File: src/shared/ccd_map.svh
// Constants for the converter command decoder: codes, bit positions, resets
`ifndef CCD_MAP_SVH
`define CCD_MAP_SVH

// Mode field codes, written {DI4,DI5,DI6,DI7}
`define CCD_MODE_C12_MSB 4'h0
`define CCD_MODE_C16_MSB 4'h1
`define CCD_MODE_C8_MSB 4'h2
`define CCD_MODE_FULLSCALE 4'h3
`define CCD_MODE_C12_LSB 4'h4
`define CCD_MODE_C16_LSB 4'h5
`define CCD_MODE_C8_LSB 4'h6
`define CCD_MODE_OFFSET 4'h7
`define CCD_MODE_CAL 4'h8
`define CCD_MODE_ZERO 4'h9
`define CCD_MODE_POWER_UP 4'hA
`define CCD_MODE_POWER_DOWN 4'hB
`define CCD_MODE_STATUS 4'hC
`define CCD_MODE_SIGN 4'hD
`define CCD_MODE_ACQ 4'hE
`define CCD_MODE_USER_TEST 4'hF

// Instruction length and word lengths without sign
`define CCD_INSTR_BITS 5'h08
`define CCD_LEN8 5'h08
`define CCD_LEN12 5'h0C
`define CCD_LEN16 5'h10

// Acquisition times in analog core clock cycles
`define CCD_ACQ_LL 6'h06
`define CCD_ACQ_LH 6'h0A
`define CCD_ACQ_HL 6'h12
`define CCD_ACQ_HH 6'h22

// Status word bit positions
`define CCD_ST_WAKE 0
`define CCD_ST_SLEEP 1
`define CCD_ST_CAL 2
`define CCD_ST_LEN8 3
`define CCD_ST_LEN12 4
`define CCD_ST_LEN16 5
`define CCD_ST_SIGN 6
`define CCD_ST_MSB 7
`define CCD_ST_TEST 8

// Reset values
`define CCD_RST_ACQ 2'h1
`define CCD_RST_SIGN 1'h1
`define CCD_RST_MSB 1'h1

`endif

File: src/shared/ccd_pkg.sv
// Types shared by the converter command decoder and its bench
package ccd_pkg;

  typedef enum logic [1:0] {
    CCD_LEN_8 = 2'b00,
    CCD_LEN_12 = 2'b01,
    CCD_LEN_16 = 2'b10
  } ccd_len_type;

  typedef enum logic [1:0] {
    CCD_CONV_12 = 2'b00,
    CCD_CONV_8 = 2'b01,
    CCD_CONV_FULLSCALE = 2'b10,
    CCD_CONV_OFFSET = 2'b11
  } ccd_conv_type;

  // Output word format for the next exchange
  typedef struct packed {
    ccd_len_type wordLen;
    logic msbFirst;
    logic signOn;
  } ccd_format_type;

  // Commands handed to the analog core
  typedef struct packed {
    logic convStart;
    ccd_conv_type convKind;
    logic [3:0] muxAddr;
    logic calStart;
    logic zeroStart;
    logic convAbort;
  } ccd_core_cmd_type;

endpackage : ccd_pkg

File: src/logic/ccd_converter_command_decoder.sv
// Serial instruction decoder, pin gating and status word of the converter
// Function
// RULE1: Instruction is address bits DI0-DI3 then mode field DI4-DI7.
// RULE2: Codes LLLL, LLLH, LLHL convert and set next word MSB first.
// RULE3: Codes LHLL, LHLH, LHHL convert and set next word LSB first.
// RULE4: Address low with LLHH converts full scale, 12/13 bits MSB first.
// RULE5: Address low with LHHH converts offset, 12/13 bits LSB first.
// RULE6: Address low HLLL..HHLL: calibrate, auto-zero, up, down, read status.
// RULE7: HHLH sets sign off or on by DI0, starts nothing.
// RULE8: HHHL sets acquisition 6, 10, 18 or 34 core clocks by DI0, DI1.
// RULE9: HHHH selects user mode, or test mode driving analog lines if DI0.
// RULE10: Reset gives 10-cycle acquisition, sign on, 12/13 MSB, user mode.
// RULE11: Convert-inhibit high with select low only shifts out, no conversion.
// RULE12: Execute only with all pins low; power-off pin forces power down.
// RULE13: Status bits 0..2 show wake, sleep and calibration in progress.
// RULE14: Status bit 6 shows sign included in output word.
// RULE15: Status bit 7 shows results shifted out MSB first.
// RULE16: Status bits 3..5 one-hot word length; bit 8 shows test mode.
// RULE17: With select held low a frame is exactly the word length clocks.
// RULE18: Conversion result goes out during the next instruction exchange.
// RULE19: Select falling during a conversion ends it early.
`timescale 1ns/1ns
`include "ccd_map.svh"

module ccd_converter_command_decoder
  import ccd_pkg::*;
(
  input wire logic ref_clk,
  input wire logic rst,
  input wire logic chipSelectN,
  input wire logic shiftClk,
  input wire logic serial_instruction_in,
  input wire logic convertInhibit,
  input wire logic power_off_pin,
  input wire logic [16:0] resultWord,
  input wire logic wake_busy,
  input wire logic sleepBusy,
  input wire logic calBusy,
  input wire logic convBusy,
  output logic serialDataOut,
  output ccd_core_cmd_type coreCmd,
  output logic [5:0] acqCycles,
  output logic powerDown,
  output logic [8:0] converterStatusWord,
  output logic [6:0] analog_input_lines_out,
  output logic [6:0] analog_input_lines_oe
);

  // Pin order in the synchroniser: cs, clk, data, inhibit, power-off
  logic [4:0] pinMeta_reg;
  logic [4:0] pinSync_reg;
  logic [4:0] pinPrev_reg;
  logic [4:0] bitCnt_reg;
  logic [7:0] instr_reg;
  logic [16:0] outWord_reg;
  ccd_format_type fmt_reg;
  logic [1:0] acqSel_reg;
  logic testMode_reg;
  logic sendStatus_reg;
  logic sleepReq_reg;
  logic serialDataOut_reg;
  ccd_core_cmd_type coreCmd_reg;
  logic [8:0] statusWord_reg;

  wire csLow = ~pinSync_reg[0];
  wire sclkRise = pinSync_reg[1] & ~pinPrev_reg[1];
  wire sclkFall = ~pinSync_reg[1] & pinPrev_reg[1];
  wire csFall = ~pinSync_reg[0] & pinPrev_reg[0];
  wire csRise = pinSync_reg[0] & ~pinPrev_reg[0];
  wire inhibitPin = pinSync_reg[3];
  wire offPin = pinSync_reg[4];

  // RULE17: expected clocks per exchange
  wire [4:0] baseLen = (fmt_reg.wordLen == CCD_LEN_8) ? `CCD_LEN8 :
                       (fmt_reg.wordLen == CCD_LEN_16) ? `CCD_LEN16 :
                       `CCD_LEN12;
  wire [4:0] expLen = baseLen + {4'h0, fmt_reg.signOn};

  // Instruction bit i holds DIi; DI0 arrives first
  wire [7:0] instrNow = sclkRise && bitCnt_reg < `CCD_INSTR_BITS ?
    (instr_reg | ({7'h00, pinSync_reg[2]} << bitCnt_reg[2:0])) : instr_reg;
  // RULE1: mode field and address field
  wire [3:0] mode = {instrNow[4], instrNow[5], instrNow[6], instrNow[7]};
  wire [3:0] addr = instrNow[3:0];
  wire addrLow = (addr == 4'h0);

  wire fullWord = sclkRise & csLow & (bitCnt_reg == expLen - 5'h01);
  wire csEnd = csRise & (bitCnt_reg >= `CCD_INSTR_BITS);
  wire frameEnd = fullWord | csEnd;
  // RULE11: inhibit turns the exchange into a read only
  // RULE12: instructions run only with all control pins low
  wire execute = frameEnd & ~inhibitPin & ~offPin;

  wire isConvAny = (mode[3] == 1'b0) && (mode[1:0] != 2'b11);
  wire isConvRef = (mode == `CCD_MODE_FULLSCALE ||
                    mode == `CCD_MODE_OFFSET) && addrLow;
  wire doConv = execute & (isConvAny | isConvRef);
  wire doCtl = execute & addrLow;
  wire doStatus = doCtl & (mode == `CCD_MODE_STATUS);

  // RULE2: low mode bit two clear means MSB first
  // RULE3: mode bit two set means LSB first
  ccd_format_type convFmt;
  assign convFmt.msbFirst = ~mode[2];
  assign convFmt.signOn = fmt_reg.signOn;
  // RULE4: full scale gives 12/13 MSB first
  // RULE5: offset gives 12/13 LSB first
  assign convFmt.wordLen = isConvRef ? CCD_LEN_12 :
                           (mode[1:0] == 2'b01) ? CCD_LEN_16 :
                           (mode[1:0] == 2'b10) ? CCD_LEN_8 : CCD_LEN_12;
  wire ccd_conv_type convKind = (mode == `CCD_MODE_FULLSCALE) ?
    CCD_CONV_FULLSCALE : (mode == `CCD_MODE_OFFSET) ? CCD_CONV_OFFSET :
    (mode[1:0] == 2'b10) ? CCD_CONV_8 : CCD_CONV_12;

  // RULE7: sign command only touches the sign bit
  wire doSign = execute & (mode == `CCD_MODE_SIGN) & (addr[3:1] == 3'h0);
  // RULE8: acquisition select from DI0, DI1
  wire doAcq = execute & (mode == `CCD_MODE_ACQ) & (addr[3:2] == 2'h0);
  // RULE9: test mode ignores DI1-DI3, user mode needs them low
  wire doUserTest = execute & (mode == `CCD_MODE_USER_TEST) &
                    (addr[0] | addrLow);

  // Status travels in the next exchange when asked for
  wire sendStatusNext = execute ? doStatus : sendStatus_reg;
  // RULE18: the word loaded at exchange start is the last result, or the status word when status was asked for
  wire loadWord = csFall | fullWord;
  wire [16:0] wordNext = sendStatusNext ? {8'h00, statusWord_reg} :
                         resultWord;
  wire [4:0] bitIdx = fmt_reg.msbFirst ?
    expLen - 5'h01 - bitCnt_reg : bitCnt_reg;
  wire outBit = (bitIdx < 5'h11) ? outWord_reg[bitIdx] : 1'b0;
  wire firstBit = fmt_reg.msbFirst ? wordNext[expLen - 5'h01] : wordNext[0];

  logic [5:0] acqNext;
  always_comb begin
    unique case (acqSel_reg)
      2'h0: acqNext = `CCD_ACQ_LL;
      2'h1: acqNext = `CCD_ACQ_LH;
      2'h2: acqNext = `CCD_ACQ_HL;
      2'h3: acqNext = `CCD_ACQ_HH;
    endcase
  end

  // Two stages before any pin is looked at
  always_ff @(posedge ref_clk) begin
    if (rst) begin
      pinMeta_reg <= 5'h01;
      pinSync_reg <= 5'h01;
      pinPrev_reg <= 5'h01;
    end else begin
      pinMeta_reg <= {power_off_pin, convertInhibit, serial_instruction_in,
                      shiftClk, chipSelectN};
      pinSync_reg <= pinMeta_reg;
      pinPrev_reg <= pinSync_reg;
    end
  end

  // Frame bit counter and instruction capture
  always_ff @(posedge ref_clk) begin
    if (rst || !csLow || frameEnd) begin
      bitCnt_reg <= 5'h00;
      instr_reg <= 8'h00;
    end else if (sclkRise) begin
      bitCnt_reg <= bitCnt_reg + 5'h01;
      instr_reg <= instrNow;
    end
  end

  // Output word and serial data; falling edges move to the next bit
  always_ff @(posedge ref_clk) begin
    if (rst) begin
      outWord_reg <= 17'h00000;
      serialDataOut_reg <= 1'b0;
    end else if (loadWord) begin
      outWord_reg <= wordNext;
      serialDataOut_reg <= firstBit;
    end else if (sclkFall && csLow) begin
      serialDataOut_reg <= outBit;
    end
  end

  // Configuration; RULE10: defaults after reset
  always_ff @(posedge ref_clk) begin
    if (rst) begin
      fmt_reg <= '{CCD_LEN_12, `CCD_RST_MSB, `CCD_RST_SIGN};
      acqSel_reg <= `CCD_RST_ACQ;
      testMode_reg <= 1'b0;
      sendStatus_reg <= 1'b0;
      sleepReq_reg <= 1'b0;
    end else begin
      if (doConv) begin
        fmt_reg <= convFmt;
      end else if (doSign) begin
        fmt_reg.signOn <= addr[0];
      end
      if (doAcq) begin
        // DI0 is the upper select bit: DI0 low, DI1 high gives 10 cycles
        acqSel_reg <= {addr[0], addr[1]};
      end
      if (doUserTest) begin
        testMode_reg <= addr[0];
      end
      if (execute) begin
        sendStatus_reg <= doStatus;
      end
      // RULE6: power commands steer only the power state
      if (doCtl && mode == `CCD_MODE_POWER_UP) begin
        sleepReq_reg <= 1'b0;
      end else if (doCtl && mode == `CCD_MODE_POWER_DOWN) begin
        sleepReq_reg <= 1'b1;
      end
    end
  end

  // Core commands are one-cycle pulses; address and kind are held
  always_ff @(posedge ref_clk) begin
    if (rst) begin
      coreCmd_reg <= '0;
    end else begin
      coreCmd_reg.convStart <= doConv;
      if (doConv) begin
        coreCmd_reg.convKind <= convKind;
        coreCmd_reg.muxAddr <= addr;
      end
      // RULE6: calibration and auto-zero starts
      coreCmd_reg.calStart <= doCtl & (mode == `CCD_MODE_CAL);
      coreCmd_reg.zeroStart <= doCtl & (mode == `CCD_MODE_ZERO);
      // RULE19: select falling cuts a running conversion short
      coreCmd_reg.convAbort <= csFall & convBusy;
    end
  end

  // RULE13: device status bits
  // RULE14: sign bit
  // RULE15: justification bit
  // RULE16: one-hot length and test mode
  always_ff @(posedge ref_clk) begin
    if (rst) begin
      statusWord_reg <= 9'h000;
    end else begin
      statusWord_reg[`CCD_ST_WAKE] <= wake_busy;
      statusWord_reg[`CCD_ST_SLEEP] <= sleepBusy;
      statusWord_reg[`CCD_ST_CAL] <= calBusy;
      statusWord_reg[`CCD_ST_LEN8] <= (fmt_reg.wordLen == CCD_LEN_8);
      statusWord_reg[`CCD_ST_LEN12] <= (fmt_reg.wordLen == CCD_LEN_12);
      statusWord_reg[`CCD_ST_LEN16] <= (fmt_reg.wordLen == CCD_LEN_16);
      statusWord_reg[`CCD_ST_SIGN] <= fmt_reg.signOn;
      statusWord_reg[`CCD_ST_MSB] <= fmt_reg.msbFirst;
      statusWord_reg[`CCD_ST_TEST] <= testMode_reg;
    end
  end

  // Registered pin-level outputs
  always_ff @(posedge ref_clk) begin
    if (rst) begin
      acqCycles <= `CCD_ACQ_LH;
      powerDown <= 1'b0;
      analog_input_lines_out <= 7'h00;
      analog_input_lines_oe <= 7'h00;
    end else begin
      acqCycles <= acqNext;
      // RULE12: power-off pin wins over everything
      powerDown <= offPin | sleepReq_reg;
      // RULE9: test mode turns the analog lines into outputs
      analog_input_lines_out <= statusWord_reg[6:0];
      analog_input_lines_oe <= {7{testMode_reg}};
    end
  end

  assign serialDataOut = serialDataOut_reg;
  assign coreCmd = coreCmd_reg;
  assign converterStatusWord = statusWord_reg;

endmodule : ccd_converter_command_decoder

File: config.mk
export PLATFORM = sky130hd
export DESIGN_NAME = ccd_converter_command_decoder
export DESIGN_NICKNAME = d
export VERILOG_FILES = /design/src/shared/ccd_pkg.sv /design/src/logic/ccd_converter_command_decoder.sv
export VERILOG_INCLUDE_DIRS = /design/src /design/src/shared
export SDC_FILE = /design/constraint.sdc
export NUM_CORES = 1
export LEC_CHECK = 0
export ABC_CLOCK_PERIOD_IN_PS = 3650
export BUFFER_PORTS_ARGS = -buffer_cell sky130_fd_sc_hd__buf_4
export CAP_MARGIN = 0
export CORE_MARGIN = 2
export CORE_UTILIZATION = 45
export CTS_BUF_LIST = sky130_fd_sc_hd__clkbuf_4
export CTS_CLUSTER_DIAMETER = 60
export CTS_CLUSTER_SIZE = 28
export DETAILED_ROUTE_END_ITERATION = 6
export PLACE_DENSITY = 0.67
export SLEW_MARGIN = 10
export SYNTH_ARGS = -nofsm -noshare
export SYNTH_HDL_FRONTEND = slang
export SYNTH_SLANG_ARGS = --single-unit
File: constraint.sdc
create_clock -name ref_clk -period 3.65 [get_ports ref_clk]
set_clock_uncertainty 0.05 [all_clocks]
set_input_delay 0.5475 -clock ref_clk [delete_from_list [all_inputs] [get_ports ref_clk]]
set_output_delay 0.5475 -clock ref_clk [all_outputs]
set_load 0.02 [all_outputs]
==> results_dict.tcl <==
set metrics [dict create \
    cp_cell_sequence "inv_1, ha_1, inv_1, ha_1, nand3b_1, nor4_2, a21oi_1, o41a_4, mux2i_1, nand2_1, a211oi_2, o31ai_1" \
    p_leak_nw 1.91 \
    routabilityCongestion 0.863 \
    dp_hpwl_um 6230 \
    switching_power_mw 0.400 \
    finalWorstSetupSlack_ns 0.220 \
    cts_resized 0 \
    seqPwrFrac 0.592 \
    synthTopCellsByArea "dfxtp_1, nor2_1, nor2b_1" \
    p_comb_frac 0.065 \
    grt_start_max_net_pins 70 \
    power_mw 1.59 \
    fp-row-count 33 \
    initial_core_util 0.459 \
    synth_top_area_cell "dfxtp_1" \
    syn-cell-area_um2 3710 \
    cts_buffers 9 \
    grt_use_total 0.204 \
    ys_seq_area_frac 0.447 \
    drive_gt1_frac 0.208 \
    wirelength_um 8710 \
    n_antenna_cell 0 \
    htreeDepth 3 \
    end_kind "flip-flop" \
    hold_viol 0 \
    worst_pin_slew_ns 0.673 \
    drt_first_pass_iters 4 \
    crit_slowest_cell "o41a_4" \
    die_area_um2 9000 \
    fp.dieH_um 94.9 \
    clock.fmax_mhz 292 \
    numClockSinks 83 \
    clk_pin_slew_ns 0.14 \
    grt_pass1_wl_um 14200 \
    nNetsFinal 511 \
    pin_count 69 \
    cp-start-kind "flip-flop" \
    maxCapViolCount 0 \
    drv_slew 0 \
    relSlewSlack 0.551 \
    worstPathMaxFanout 21 \
    synth_cell_type_count 55 \
    yosys_warnings 0 \
    fp.dieW_um 94.9 \
    cp.arrival_ns 3.71 \
    power_frac_clock 0.344 \
    min_path_type "in -> reg" \
    rsz0062_at_grt "false" \
    crit_family "compound AO/OA/AOI/OAI gates" \
    ys_ff_latch 83 \
    synth-edff-count 0 \
    critPathRequiredTime_ns 3.93 \
    vias_per_cell 5.37 \
    synthCells 419 \
    largest_reg_flops 17 \
    path_buf_inv 2 \
    status "finished clean" \
    grt_pass1_vias 2912 \
    layout-area-overhead-vs-synth_pct 17.4 \
    syn_area_per_cell_um2 8.87 \
    drt-initial-drc-count 202 \
    cts_setup_buffers 0 \
    tns_ns 0 \
    clk_latency_ns 0.43 \
    p_int_mw 1.19 \
    crit_type "reg -> reg" \
    max_stage_delay_ns 0.65 \
    port_buffers 66 \
    fin_crit_sh 0.940 \
    avgRoutedWirePerCell_um 15.0 \
    pwr_density_cell_nw_per_um2 364 \
    synth_fp_nets 459 \
    antenna_found_initial 0 \
    gr-total-overflow 0 \
    hold_buffers 0 \
    clockRootBuffer "clkbuf_4" \
    hold-worst-slack_ns 0.240 \
    cts_tree "built" \
    fin_util 0.539 \
    synth_top_area_frac 0.447 \
    p_sw_frac 0.251 \
    ant_nets 0 \
    pre_cts_slack_ns 0.279 \
    setup-violations-final 0 \
    via_count 3122 \
    cts_buffer_depth 2 \
    drc 0 \
    coreArea_um2 8090 \
    ir_worst_vdd_mv 0.197 \
    synth_ff_type "dfxtp_1" \
    synthArstFlopShare 0 \
    final.min_clock_period_ns 3.43 \
]
==> placed cells by master, fill, tap and decap left out, types with 4 or more instances in the layout <==
master,synthesis,layout
inv_1,19,19
a211oi_1,20,20
mux2i_1,12,12
nor4_1,5,5
nor2b_1,25,25
a31oi_1,8,8
o21ai_0,7,6
xor2_1,4,4
clkbuf_4,0,9
ha_1,11,11
nand2b_1,4,4
nand3_1,13,13
and3_1,13,13
nand2_1,33,33
or2_2,5,5
dfxtp_1,83,83
nor3_1,11,11
a21oi_1,18,18
buf_4,9,71
nor2_1,50,50
==> Yosys cell counts, drive strengths merged, types with 4 or more instances <==
library cell  count
a211oi           21
a21oi            18
a31oi             8
and3             13
buf              13
clkbuf           17
dfxtp            83
ha               11
inv              19
mux2i            12
nand2            33
nand2b            4
nand3            13
nor2             50
nor2b            25
nor3             11
nor4              6
o21ai             8
or2               5
xor2              4
==> layout make-up <==
cell class	instances	area [um2]
clock buffers	9	67.6
clock inverters	7	75.1
fillers	798	3730
inverters	19	71.3
multi-input cells	287	1820
flip-flops and latches	83	1660
well taps	105	131
repair buffers	71	533
==> worst reg2reg max path, stage by stage (launching register included) <==
cell and delay, ns:
dfxtp_1 0.37, inv_1 0.09, ha_1 0.38, inv_1 0.12
ha_1 0.35, nand3b_1 0.13, nor4_2 0.31, a21oi_1 0.18
o41a_4 0.65, mux2i_1 0.29, nand2_1 0.11, a211oi_2 0.23
o31ai_1 0.10
==> layer usage <==
metal  track usage  part of all wire
met1         0.283              0.47
met2         0.301              0.45
met3        0.0439             0.066
met4        0.0942             0.018
met5             0                 0
==> power by group through the flow <==
stage          clock network (mW)  logic [mW]  registers [mW]
2_1_floorplan                   0      0.0505           0.964
3_3_place_gp                    0       0.102           0.960
3_5_place_dp                    0       0.103           0.960
4_1_cts                     0.559       0.103           0.941
5_1_grt                     0.603       0.113           0.943
6_report                    0.546       0.103           0.941
==> worst paths after layout <==
kind                                endpoint  slack (ns)                 startpoint  depth (start not counted)
setup / recovery  serialDataOut$_SDFFE_PP0P_        0.22    fmt_reg[2]$_SDFFE_PP1P_                         12
hold / removal     pinMeta_reg[0]$_SDFF_PP1_        0.24                chipSelectN                          2
setup reg to reg  serialDataOut$_SDFFE_PP0P_        0.22    fmt_reg[2]$_SDFFE_PP1P_                         12
hold reg to reg    pinSync_reg[0]$_SDFF_PP1_        0.38  pinMeta_reg[0]$_SDFF_PP1_                          1
==> logic make-up after synthesis <==
logic type,after synthesis,synth area share
DFF,83,0.447
AOI/OAI and AO/OA,77,0.150
adders and majority gates,12,0.0424
other,2,0.00202
and+or+nand+nor,176,0.241
buffers and inverters,49,0.0620
muxes,13,0.0384
xor gates and xnor gates,7,0.0165
==> stage by stage <==
stage / instances / area, um2
after floorplan: 419 / 3710
after global placement: 565 / 4220
after detailed placement: 565 / 4220
after CTS: 581 / 4360
after global routing: 581 / 4360
final: 581 / 4360
(Power assumes the default switching activity.)
